### src/rtc_defines.vh
`ifndef RTC_DEFINES_VH
`define RTC_DEFINES_VH

// Register byte offsets on the APB side.
`define RTC_REG_CMD        8'h00
`define RTC_REG_BUSADDR    8'h04
`define RTC_REG_CLEAR      8'h08
`define RTC_REG_DATA       8'h0C
`define RTC_REG_STATUS     8'h10
`define RTC_REG_SEQ        8'h14

// Sequencer program addresses; remote initialisation is octal 012.
`define RTC_PA_LR_HOLD     8'h00
`define RTC_PA_REMOTE_INIT 8'h0A
`define RTC_PA_RI_HOLD     8'h0B
`define RTC_PA_MEASURE     8'h20
`define RTC_PA_OUTPUT      8'h30

// Bus address bytes.
`define RTC_MY_ADDR        5'h0D
`define RTC_LISTEN_BASE    3'h1
`define RTC_TALK_BASE      3'h2
`define RTC_ADDR_ALL_ONES  5'h1F

// Programming command characters.
`define RTC_CMD_WATT       8'h41
`define RTC_CMD_DBM        8'h44
`define RTC_CMD_TRIG_IMM   8'h54
`define RTC_CMD_TRIG_SET   8'h56
`define RTC_CMD_FREE_RUN   8'h52
`define RTC_CMD_CAL_EN     8'h2B
`define RTC_CMD_CAL_DIS    8'h2D
`define RTC_CMD_RANGE_LO   8'h31
`define RTC_CMD_RANGE_HI   8'h35

// Output mode characters.
`define RTC_MODE_CHAR_WATT 8'h41
`define RTC_MODE_CHAR_DBM  8'h44

// Timing.
`define RTC_CLK_KHZ        10000
`define RTC_SETTLE_MS      1130
`define RTC_IMM_MS         70
`define RTC_FULL_SCALE_PCT 8'h64

// Reset values.
`define RTC_RANGE_RESET    3'h1

`endif

### src/rtc_ctrl.v
// Function
// - Trigger-immediate command releases the active-low measurement hold output.
// - Trigger while remote leaves branch hold loop for remote initialisation.
// - Remote initialisation sits at sequencer address octal 012.
// - After data is taken, wait in remote-init hold loop for next command.
// - Trigger with settling delays first output character by about 1130 ms.
// - Trigger immediate has first character ready within 70 ms.
// - Free run keeps measuring, fresh data every talk cycle while talk addressed.
// - Calibration enable command clears the correction-disable signal.
// - Clear pulse from device clear sets the correction-disable signal.
// - Disabled correction is treated as exactly 100 percent, readings unscaled.
// - Device clear returns sequencer to hold loop without starting a measurement.
// - Commands after a foreign listen address are ignored once unaddressed.
// - Watt mode is reported with mode character A in the output data.
`timescale 1ns/1ps
`default_nettype none
`include "rtc_defines.vh"

module rtc_fifo #(
  parameter W = 16,
  parameter D = 32
) (
  input  wire                   pclk,
  input  wire                   presetn,
  input  wire                   in_valid,
  output wire                   in_ready,
  input  wire [W-1:0]           in_data,
  output wire                   out_valid,
  input  wire                   out_ready,
  output wire [W-1:0]           out_data,
  output wire [$clog2(D):0]     count
);
  // The extra pointer bit tells a full queue from an empty one.
  localparam AW = $clog2(D);
  reg  [W-1:0] mem [0:D-1];
  reg  [AW:0]  wptr;
  reg  [AW:0]  rptr;
  wire         push;
  wire         pop;

  assign count     = wptr - rptr;
  assign in_ready  = (count != D[AW:0]);
  assign out_valid = (count != {(AW+1){1'b0}});
  assign out_data  = mem[rptr[AW-1:0]];
  assign push      = in_valid && in_ready;
  assign pop       = out_valid && out_ready;

  always @(posedge pclk) begin
    if (push) begin
      mem[wptr[AW-1:0]] <= in_data;
    end
  end

  always @(posedge pclk or negedge presetn) begin
    if (!presetn) begin
      wptr <= {(AW+1){1'b0}};
      rptr <= {(AW+1){1'b0}};
    end else begin
      if (push) begin
        wptr <= wptr + 1'b1;
      end
      if (pop) begin
        rptr <= rptr + 1'b1;
      end
    end
  end
endmodule

module rtc_ctrl #(
  parameter SETTLE_CYC = `RTC_SETTLE_MS * `RTC_CLK_KHZ,
  parameter IMM_CYC    = `RTC_IMM_MS * `RTC_CLK_KHZ,
  parameter DEPTH      = 32
) (
  input  wire        pclk,
  input  wire        presetn,
  input  wire        psel,
  input  wire        penable,
  input  wire        pwrite,
  input  wire [7:0]  paddr,
  input  wire [31:0] pwdata,
  output reg  [31:0] prdata,
  output reg         pready,
  output reg         pslverr,
  input  wire [15:0] meas_value,
  input  wire [7:0]  cal_switch_pct,
  output reg         hold_n,
  output reg         correction_disable,
  output reg  [7:0]  seq_addr
);
  localparam S_LR_HOLD = 3'h0;
  localparam S_RINIT   = 3'h1;
  localparam S_MEASURE = 3'h2;
  localparam S_OUT0    = 3'h3;
  localparam S_OUT1    = 3'h4;
  localparam S_RI_HOLD = 3'h5;

  reg  [2:0]  state;
  // A 24-bit timer caps the settle count near 1.68 s at the 10 MHz clock.
  reg  [23:0] timer;
  reg         listen;
  reg         talk;
  reg         remote;
  reg         cmd_valid;
  reg  [7:0]  cmd_char;
  reg         clear_pulse;
  reg         watt;
  reg  [2:0]  range;
  reg         free_run;
  reg         settle;
  reg  [15:0] result;
  reg         rd_pop;
  reg  [15:0] push_data;
  reg         push_valid;
  wire        push_ready;
  wire        fifo_valid;
  wire [15:0] fifo_data;
  wire [$clog2(DEPTH):0] fifo_count;
  wire        setup;
  wire        access;
  wire        mapped;
  wire        cmd_take;

  assign setup    = psel && !penable;
  assign access   = psel && penable && pready;
  assign mapped   = (paddr == `RTC_REG_CMD) || (paddr == `RTC_REG_BUSADDR) ||
                    (paddr == `RTC_REG_CLEAR) || (paddr == `RTC_REG_DATA) ||
                    (paddr == `RTC_REG_STATUS) || (paddr == `RTC_REG_SEQ);
  // Commands wait in cmd_valid while the program is busy; only the hold loops take them.
  assign cmd_take = cmd_valid && (state == S_LR_HOLD || state == S_RI_HOLD);

  // Disabled correction skips the divide and returns the raw value, as if the switch read exactly 100.
  function [15:0] rtc_scale;
    input [15:0] raw;
    input [7:0]  pct;
    input        dis;
    reg   [23:0] prod;
    reg   [23:0] quot;
    begin
      prod = raw * `RTC_FULL_SCALE_PCT;
      quot = 24'h000000;
      if (dis || pct == 8'h00) begin
        rtc_scale = raw;
      end else begin
        quot      = prod / {16'h0000, pct};
        rtc_scale = quot[15:0];
      end
    end
  endfunction

  function [7:0] rtc_pa;
    input [2:0] st;
    begin
      case (st)
        S_LR_HOLD: rtc_pa = `RTC_PA_LR_HOLD;
        S_RINIT:   rtc_pa = `RTC_PA_REMOTE_INIT;
        S_MEASURE: rtc_pa = `RTC_PA_MEASURE;
        S_OUT0:    rtc_pa = `RTC_PA_OUTPUT;
        S_OUT1:    rtc_pa = `RTC_PA_OUTPUT;
        S_RI_HOLD: rtc_pa = `RTC_PA_RI_HOLD;
        default:   rtc_pa = `RTC_PA_LR_HOLD;
      endcase
    end
  endfunction

  // A write counts only at the access edge, so a setup cycle never acts on its own.
  function rtc_wr_hit;
    input       acc;
    input       wr;
    input [7:0] a;
    input [7:0] off;
    begin
      rtc_wr_hit = acc && wr && (a == off);
    end
  endfunction

  rtc_fifo #(
    .W (16),
    .D (DEPTH)
  ) u_fifo (
    .pclk      (pclk),
    .presetn   (presetn),
    .in_valid  (push_valid),
    .in_ready  (push_ready),
    .in_data   (push_data),
    .out_valid (fifo_valid),
    .out_ready (access && !pwrite && rd_pop),
    .out_data  (fifo_data),
    .count     (fifo_count)
  );

  // APB slave: one wait-free access phase, read data latched in the setup cycle.
  always @(posedge pclk or negedge presetn) begin
    if (!presetn) begin
      pready  <= 1'b0;
      pslverr <= 1'b0;
      prdata  <= 32'h00000000;
      rd_pop  <= 1'b0;
    end else begin
      pready  <= setup;
      // Unmapped addresses still complete in one access cycle, flagged by an error.
      pslverr <= setup && !mapped;
      // The pop is armed in setup so that a read of an empty queue never moves the pointer.
      rd_pop  <= setup && !pwrite && (paddr == `RTC_REG_DATA) && fifo_valid;
      if (setup && !pwrite) begin
        case (paddr)
          `RTC_REG_CMD:     prdata <= {24'h000000, cmd_char};
          `RTC_REG_DATA:    prdata <= fifo_valid ? {16'h0000, fifo_data} : 32'h00000000;
          `RTC_REG_STATUS:  prdata <= {fifo_count[5:0], 11'h000, state, range, settle, free_run,
                                       watt, correction_disable, hold_n, remote, talk, listen, 1'b0};
          `RTC_REG_SEQ:     prdata <= {24'h000000, seq_addr};
          default:          prdata <= 32'h00000000;
        endcase
      end
    end
  end

  // Bus addressing, command capture and clear generation.
  always @(posedge pclk or negedge presetn) begin
    if (!presetn) begin
      listen      <= 1'b0;
      talk        <= 1'b0;
      remote      <= 1'b0;
      cmd_valid   <= 1'b0;
      cmd_char    <= 8'h00;
      clear_pulse <= 1'b0;
    end else begin
      clear_pulse <= rtc_wr_hit(access, pwrite, paddr, `RTC_REG_CLEAR);
      if (rtc_wr_hit(access, pwrite, paddr, `RTC_REG_BUSADDR)) begin
        if (pwdata[7:5] == `RTC_LISTEN_BASE) begin
          // A foreign listen address or unlisten drops listen.
          listen <= (pwdata[4:0] == `RTC_MY_ADDR);
          if (pwdata[4:0] == `RTC_MY_ADDR) begin
            remote <= 1'b1;
          end
        end else if (pwdata[7:5] == `RTC_TALK_BASE) begin
          talk <= (pwdata[4:0] == `RTC_MY_ADDR);
        end
      end
      // A fresh command wins over the consume of an older one.
      if (rtc_wr_hit(access, pwrite, paddr, `RTC_REG_CMD) && listen) begin
        cmd_valid <= 1'b1;
        cmd_char  <= pwdata[7:0];
      end else if (cmd_take || clear_pulse) begin
        cmd_valid <= 1'b0;
      end
    end
  end

  // Measurement program sequencer.
  always @(posedge pclk or negedge presetn) begin
    if (!presetn) begin
      state              <= S_LR_HOLD;
      seq_addr           <= `RTC_PA_LR_HOLD;
      timer              <= 24'h000000;
      hold_n             <= 1'b0;
      correction_disable <= 1'b1;
      watt               <= 1'b1;
      range              <= `RTC_RANGE_RESET;
      free_run           <= 1'b0;
      settle             <= 1'b0;
      result             <= 16'h0000;
      push_valid         <= 1'b0;
      push_data          <= 16'h0000;
    end else if (clear_pulse) begin
      // Clear parks the program without a measurement, so the display holds.
      correction_disable <= 1'b1;
      state              <= S_LR_HOLD;
      seq_addr           <= `RTC_PA_LR_HOLD;
      hold_n             <= 1'b0;
      free_run           <= 1'b0;
      push_valid         <= 1'b0;
    end else begin
      // The program address trails the state by one cycle, as a sequencer latch would.
      seq_addr <= rtc_pa(state);
      case (state)
        S_LR_HOLD, S_RI_HOLD: begin
          if (cmd_take) begin
            if (cmd_char == `RTC_CMD_WATT) begin
              watt <= 1'b1;
            end else if (cmd_char == `RTC_CMD_DBM) begin
              watt <= 1'b0;
            end else if (cmd_char >= `RTC_CMD_RANGE_LO && cmd_char <= `RTC_CMD_RANGE_HI) begin
              range <= cmd_char[2:0];
            end else if (cmd_char == `RTC_CMD_CAL_EN) begin
              correction_disable <= 1'b0;
            end else if (cmd_char == `RTC_CMD_CAL_DIS) begin
              correction_disable <= 1'b1;
            end else if (cmd_char == `RTC_CMD_TRIG_IMM || cmd_char == `RTC_CMD_TRIG_SET ||
                         cmd_char == `RTC_CMD_FREE_RUN) begin
              hold_n   <= 1'b1;
              settle   <= (cmd_char == `RTC_CMD_TRIG_SET);
              free_run <= (cmd_char == `RTC_CMD_FREE_RUN);
              if (remote) begin
                state <= S_RINIT;
              end
            end
          end else if (state == S_RI_HOLD && free_run && talk && !fifo_valid) begin
            // Free run starts the next reading as soon as the last one is taken.
            timer <= 24'h000000;
            state <= S_MEASURE;
          end
        end
        S_RINIT: begin
          timer <= 24'h000000;
          state <= S_MEASURE;
        end
        S_MEASURE: begin
          timer <= timer + 24'h000001;
          // Settling delays the first character; immediate stays inside its bound.
          if ((settle && timer >= SETTLE_CYC - 1) || (!settle && timer >= IMM_CYC - 1)) begin
            result <= rtc_scale(meas_value, cal_switch_pct, correction_disable);
            state  <= S_OUT0;
          end
        end
        S_OUT0: begin
          if (push_valid && push_ready) begin
            push_valid <= 1'b0;
            state      <= S_OUT1;
          end else begin
            push_valid <= 1'b1;
            push_data  <= {8'h00, watt ? `RTC_MODE_CHAR_WATT : `RTC_MODE_CHAR_DBM};
          end
        end
        S_OUT1: begin
          if (push_valid && push_ready) begin
            push_valid <= 1'b0;
            // In free run the hold stays released so the meter keeps measuring.
            hold_n     <= free_run;
            state      <= S_RI_HOLD;
          end else begin
            push_valid <= 1'b1;
            push_data  <= result;
          end
        end
        default: begin
          state <= S_LR_HOLD;
        end
      endcase
    end
  end
endmodule

`default_nettype wire

### config.mk
export PLATFORM = sky130hd
export DESIGN_NAME = rtc_ctrl
export DESIGN_NICKNAME = d
export VERILOG_FILES = /design/src/rtc_ctrl.v
export VERILOG_INCLUDE_DIRS = /design/src
export SDC_FILE = /design/constraint.sdc
export NUM_CORES = 1
export LEC_CHECK = 0
export BUFFER_PORTS_ARGS = -buffer_cell sky130_fd_sc_hd__buf_2
export CELL_PAD_IN_SITES_DETAIL_PLACEMENT = 1
export CELL_PAD_IN_SITES_GLOBAL_PLACEMENT = 2
export CORE_ASPECT_RATIO = 0.75
export CORE_MARGIN = 3
export CORE_UTILIZATION = 43
export DETAILED_ROUTE_END_ITERATION = 10
export GPL_TIMING_DRIVEN = 1
export PLACE_DENSITY = 0.92
export SLEW_MARGIN = 20
export SYNTH_ARGS = -nofsm -noshare
export SYNTH_HDL_FRONTEND = slang
export SYNTH_SLANG_ARGS = --single-unit
### constraint.sdc
create_clock -name pclk -period 6.55 [get_ports pclk]
set_input_delay 0.3275 -clock pclk [delete_from_list [all_inputs] [get_ports pclk]]
set_output_delay 0.3275 -clock pclk [all_outputs]
set_load 0.05 [all_outputs]
==> flow_summary.yaml, run 1 <==
floorplanning:
  die_w_um: 382
  die_h_um: 288
  rows: 102
  start_util_pct: 43.8
  io_pins: 113
logic_synthesis:
  synth.distinct_cells: 140
  ys_async_sr_fraction_pct: 19.2
  synth-seq-cells: 634
  synth_edf_count: 512
  netlist_area_um2: 45600
  synthFlopType: "edfxtp_1"
  seq_area_frac_synth_pct: 40.4
  yosys_warnings: 0
  syn_avg_cell_area_um2: 10.6
  syn_inst: 4296
clock_network:
  cts.sinks: 634
  cts_made_buffers: 54
  ctsHtreeMaxLevel: 2
  clk_path_buf_depth: 3
  clock_tree.root_cell: "clkbuf_16"
global_routing:
  grt_start_max_net_pins: 117
  overflow: 935
  grtUsageTotal_pct: 81.2
status:
  haltStage: "global routing (5_1_grt)"
  outcome: "stopped before the end"
  stop_error: "[ERROR GRT-0232] Routing congestion too high. Check the congestion heatmap in the GUI."
place:
  dp_cells: 7081
  routabilityCongestion: 0.986
  hpwlAfterDp_um: 150000
  port_buffers: 75
[metrics by stage]
stage               setup slack [ns]  instance area, um^2
global placement              -43.68                59000
detailed placement            -47.45                59000
floorplan                     -46.16                46900
CTS                           -43.62                65800
[repair_timing]
item / CTS
pin swaps: 253
setup buffers: 435
cloned: 0
resized for setup: 334
hold buffers: 8
hold endpoints to repair: 68
setup endpoints to repair: 16
[per-layer routing]
layer,track usage [%],GRT overflow
met5,57.1,2
met4,79.6,293
met3,72.0,47
met2,92.3,561
met1,80.6,32
[cell usage after synthesis, types with 31 or more instances]
cell type  count  area share (%)
a31oi_1       48            0.66
and3_1        53            0.73
or3_1         40            0.55
nand2_1      321             2.6
inv_1        118            0.97
xnor2_1      133             2.6
mux4_2       160             7.9
and2_1        57            0.78
xor2_1        93             1.8
nor4_1        35            0.48
edfxtp_1     512              34
o31ai_1       41            0.67
a21o_1       107             1.8
o21ai_0      191             2.1
a211oi_1      45            0.74
nand2b_1      60            0.82
o211ai_1      38            0.63
nand4_1       61            0.84
nor3_1       136             1.5
nor2_1       355             2.9
mux2_2        64             1.6
ha_1         229             6.3
nand3_1      114             1.3
mux2i_1       49             1.1
a21oi_1      259             2.8
or2_2         31            0.43
dfrtp_1      119             6.5
clkbuf_1      99            0.81
nor2b_1       43            0.59
o21a_1        75             1.2
[cells by family after synthesis]
kind of cell	Yosys count	synth area share (%)
simple gates	1473	17.0
compound gates	1146	17.7
flops	634	40.4
fa+ha+maj	245	6.92
other cells	1	0.00822
mux	281	10.8
xor+xnor	232	4.60
buf+inv	284	2.61
==> inputs of run 2 (changes only) <==
- CELL_PAD_IN_SITES_DETAIL_PLACEMENT: 1 -> default
- CELL_PAD_IN_SITES_GLOBAL_PLACEMENT: 2 -> default
- CORE_ASPECT_RATIO: 0.75 -> default
- CORE_UTILIZATION: 43 -> 32
- PLACE_DENSITY: 0.92 -> default
- PLACE_DENSITY_LB_ADDON: default -> 0.15
==> run 2 against run 1 <==
Effect of this change:
- the flow now finishes, with violations (setup timing)
- synthesized area stayed put
- synthesized cell count stayed put
==> flow_summary.yaml, run 2 <==
status:
  outcome: "finished with violations"
  violations: "setup timing"
cells_and_area:
  final_cell_mix: "buf_4 (1767), edfxtp_1 (512), nand2_1 (302), nor2_1 (282), a21oi_1 (204)"
  multi_input_area_um2: 28500
  fillCellCount: 13100
  fin_util_pct: 47.0
  drive_above_1_share_pct: 45.2
  area_delta_synth_final_pct: 45.0
  largest_register_ffs: 512
  register_area_um2: 18500
  final_area_um2: 66100
  nets: 6410
  final_common_cell: "buf_4"
logic_synthesis:
  syn_inst: 4296
  synth.most_common_cell: "edfxtp_1"
  synth.top_cells.by_count: "edfxtp_1 (512), nor2_1 (355), nand2_1 (321), a21oi_1 (259), ha_1 (229)"
  ys_async_sr_fraction_pct: 19.2
  post-synth-top-area-cell: "edfxtp_1"
  synth-seq-cells: 634
  synth_edf_count: 512
  yosys_warnings: 0
  synthFlopType: "edfxtp_1"
  synth_top_area_share_pct: 33.7
  netlist_area_um2: 45600
  seq_area_frac_synth_pct: 40.4
  synth.distinct_cells: 140
  synth.area.top_cells: "edfxtp_1 (34%), mux4_2 (7.9%), dfrtp_1 (6.5%)"
  syn_avg_cell_area_um2: 10.6
sta:
  finalHoldViolCount: 0
  finalCriticalPeriod_ns: 49.17
  fmax_ghz: 0.0203
  worstMarginPinSlew_ns: 1.07
  slew_viol_final: 0
  setup_ws_ns: -42.62
  fin_crit_sh_pct: 751
  setup_viol: 16
  fin_skew_ns: 0.0210
  rsz0062_at_grt: "true"
  slew_headroom_pct: 28.4
flow_run:
  drv_cap: 0
clock_network:
  cts_tree: "yes"
  ctsHtreeMaxLevel: 2
  clk_path_buf_depth: 3
  clock_tree.root_cell: "clkbuf_16"
  insertion_delay_ns: 0.64
  cts_made_buffers: 60
  cts.sinks: 634
  cts.clk_slew.worst_paths_ns: 0.06
setup_path:
  crit_required_ns: 7.03
  cp_max_fo: 6
  cp-start-kind: "input port"
  crit_slowest_cell: "fa_1"
  critPathCaptureType: "register"
  crit_top_cell: "buf_4"
  max_stage_delay_ns: 0.51
  crit_type: "in2reg"
  cp.arrival_ns: 49.64
route:
  vias: 42000
  vias_per_cell: 5.24
  drtAntennaViolNets: 0
  wl_per_cell_um: 20.8
  dr.pass1.iters: 5
  wl_um: 167000
  drc_errors: 0
  drt_iter0_drc: 2552
floorplanning:
  die_w_um: 384
  die_area_um2: 147000
  die_h_um: 384
  core_area_um2: 141000
  start_util_pct: 32.5
  rows: 137
  io_pins: 113
place:
  routabilityCongestion: 0.896
  post-place-ws_ns: -44.92
  postPlaceCellArea_um2: 59900
  port_buffers: 75
  hpwlAfterDp_um: 124000
global_routing:
  grt_start_max_net_pins: 90
  grt_pass1_vias: 42500
  grtUsageTotal_pct: 22.1
  overflow: 0
  grt_pass1_wl_um: 253000
  antenna_found_initial: 6
worst_hold_path:
  worstHoldPathType: "in2reg"
==> run 2: cell counts after synthesis <==
No cell type changed its count.
==> run 2: layout make-up <==
class                   count  share of cell area [%]
flip-flops and latches    634                    27.9
repair buffers           1893                    21.7
multi-input cells        3390                    43.0
diodes                      2                 0.00757
clock inverters            41                   0.691
well taps                1876                    3.55
clock buffers              72                    2.40
inverters                 120                   0.691
==> run 2: stage by stage <==
step	instances	setup TNS (ns)	hold WS, ns
floorplan	4308	-461.88	0.0319
global placement	7572	-445.26	0.305
global route	8028	-458.87	0.0777
CTS	7989	-420.01	0.0284
finish	8028	-426.39	0.0667
detailed placement	7572	-454.95	0.304
==> run 2: path summary, 6_finish.rpt <==
kind / startpoint / end / slack (ns) / depth (start not counted)
setup / recovery: meas_value[4] / result[0] / -42.62 / 320
hold / removal: paddr[2] / clear_pulse / 0.07 / 2
setup reg to reg: u_fifo.rptr[1] / u_fifo.mem[27][7] / 1.67 / 12
hold reg to reg: prdata[15] / prdata[15] / 0.47 / 2
max in group asynchronous: presetn / push_data[10] / 5.17 / 3
min in group asynchronous: presetn / clear_pulse / 0.22 / 2
==> run 2: kinds of logic (layout without fill, tap and decap cells) <==
family                   Yosys count  after routing  share of synthesized area [%]
buffers and inverters            284           2126                           2.61
adder cells (fa/ha/maj)          245            245                           6.92
flip-flops                       634            634                           40.4
other                              1             15                        0.00822
AND/OR/NAND/NOR                 1473           1473                           17.0
multiplexers                     281            281                           10.8
XOR/XNOR                         232            232                           4.60
AO/OA/AOI/OAI                   1146           1146                           17.7
==> run 2: per-layer routing <==
layer	global-route usage, %	up-vias	wire, um
li1	-	20300	-
met1	29.7	20700	75000
met2	38.8	917	81700
met3	1.89	186	6630
met4	4.27	4	3430
met5	0	-	34
==> run 2: repair_timing <==
item | 4_1_cts | 5_1_grt
hold buffers | 13 | 0
setup endpoints to repair | 16 | 16
setup buffers | 293 | 64
endpoints found under the hold margin | 59 | 0
gates resized for setup | 235 | 136
pin swaps | 201 | 132
==> run 2: worst max-delay path: cells and delay by family <==
family                     cells  cell delay (ns)
AOI/OAI and AO/OA            113            18.03
and+or+nand+nor               92            12.21
buffers and inverters         76             9.23
adders and majority gates     22             5.85
muxes                          9             2.49
xor gates and xnor gates       8             1.48
Power of run 2 is left out: the tool's default activity adds up to more than one toggle a clock period on the data nets, which glitch-free logic cannot reach.
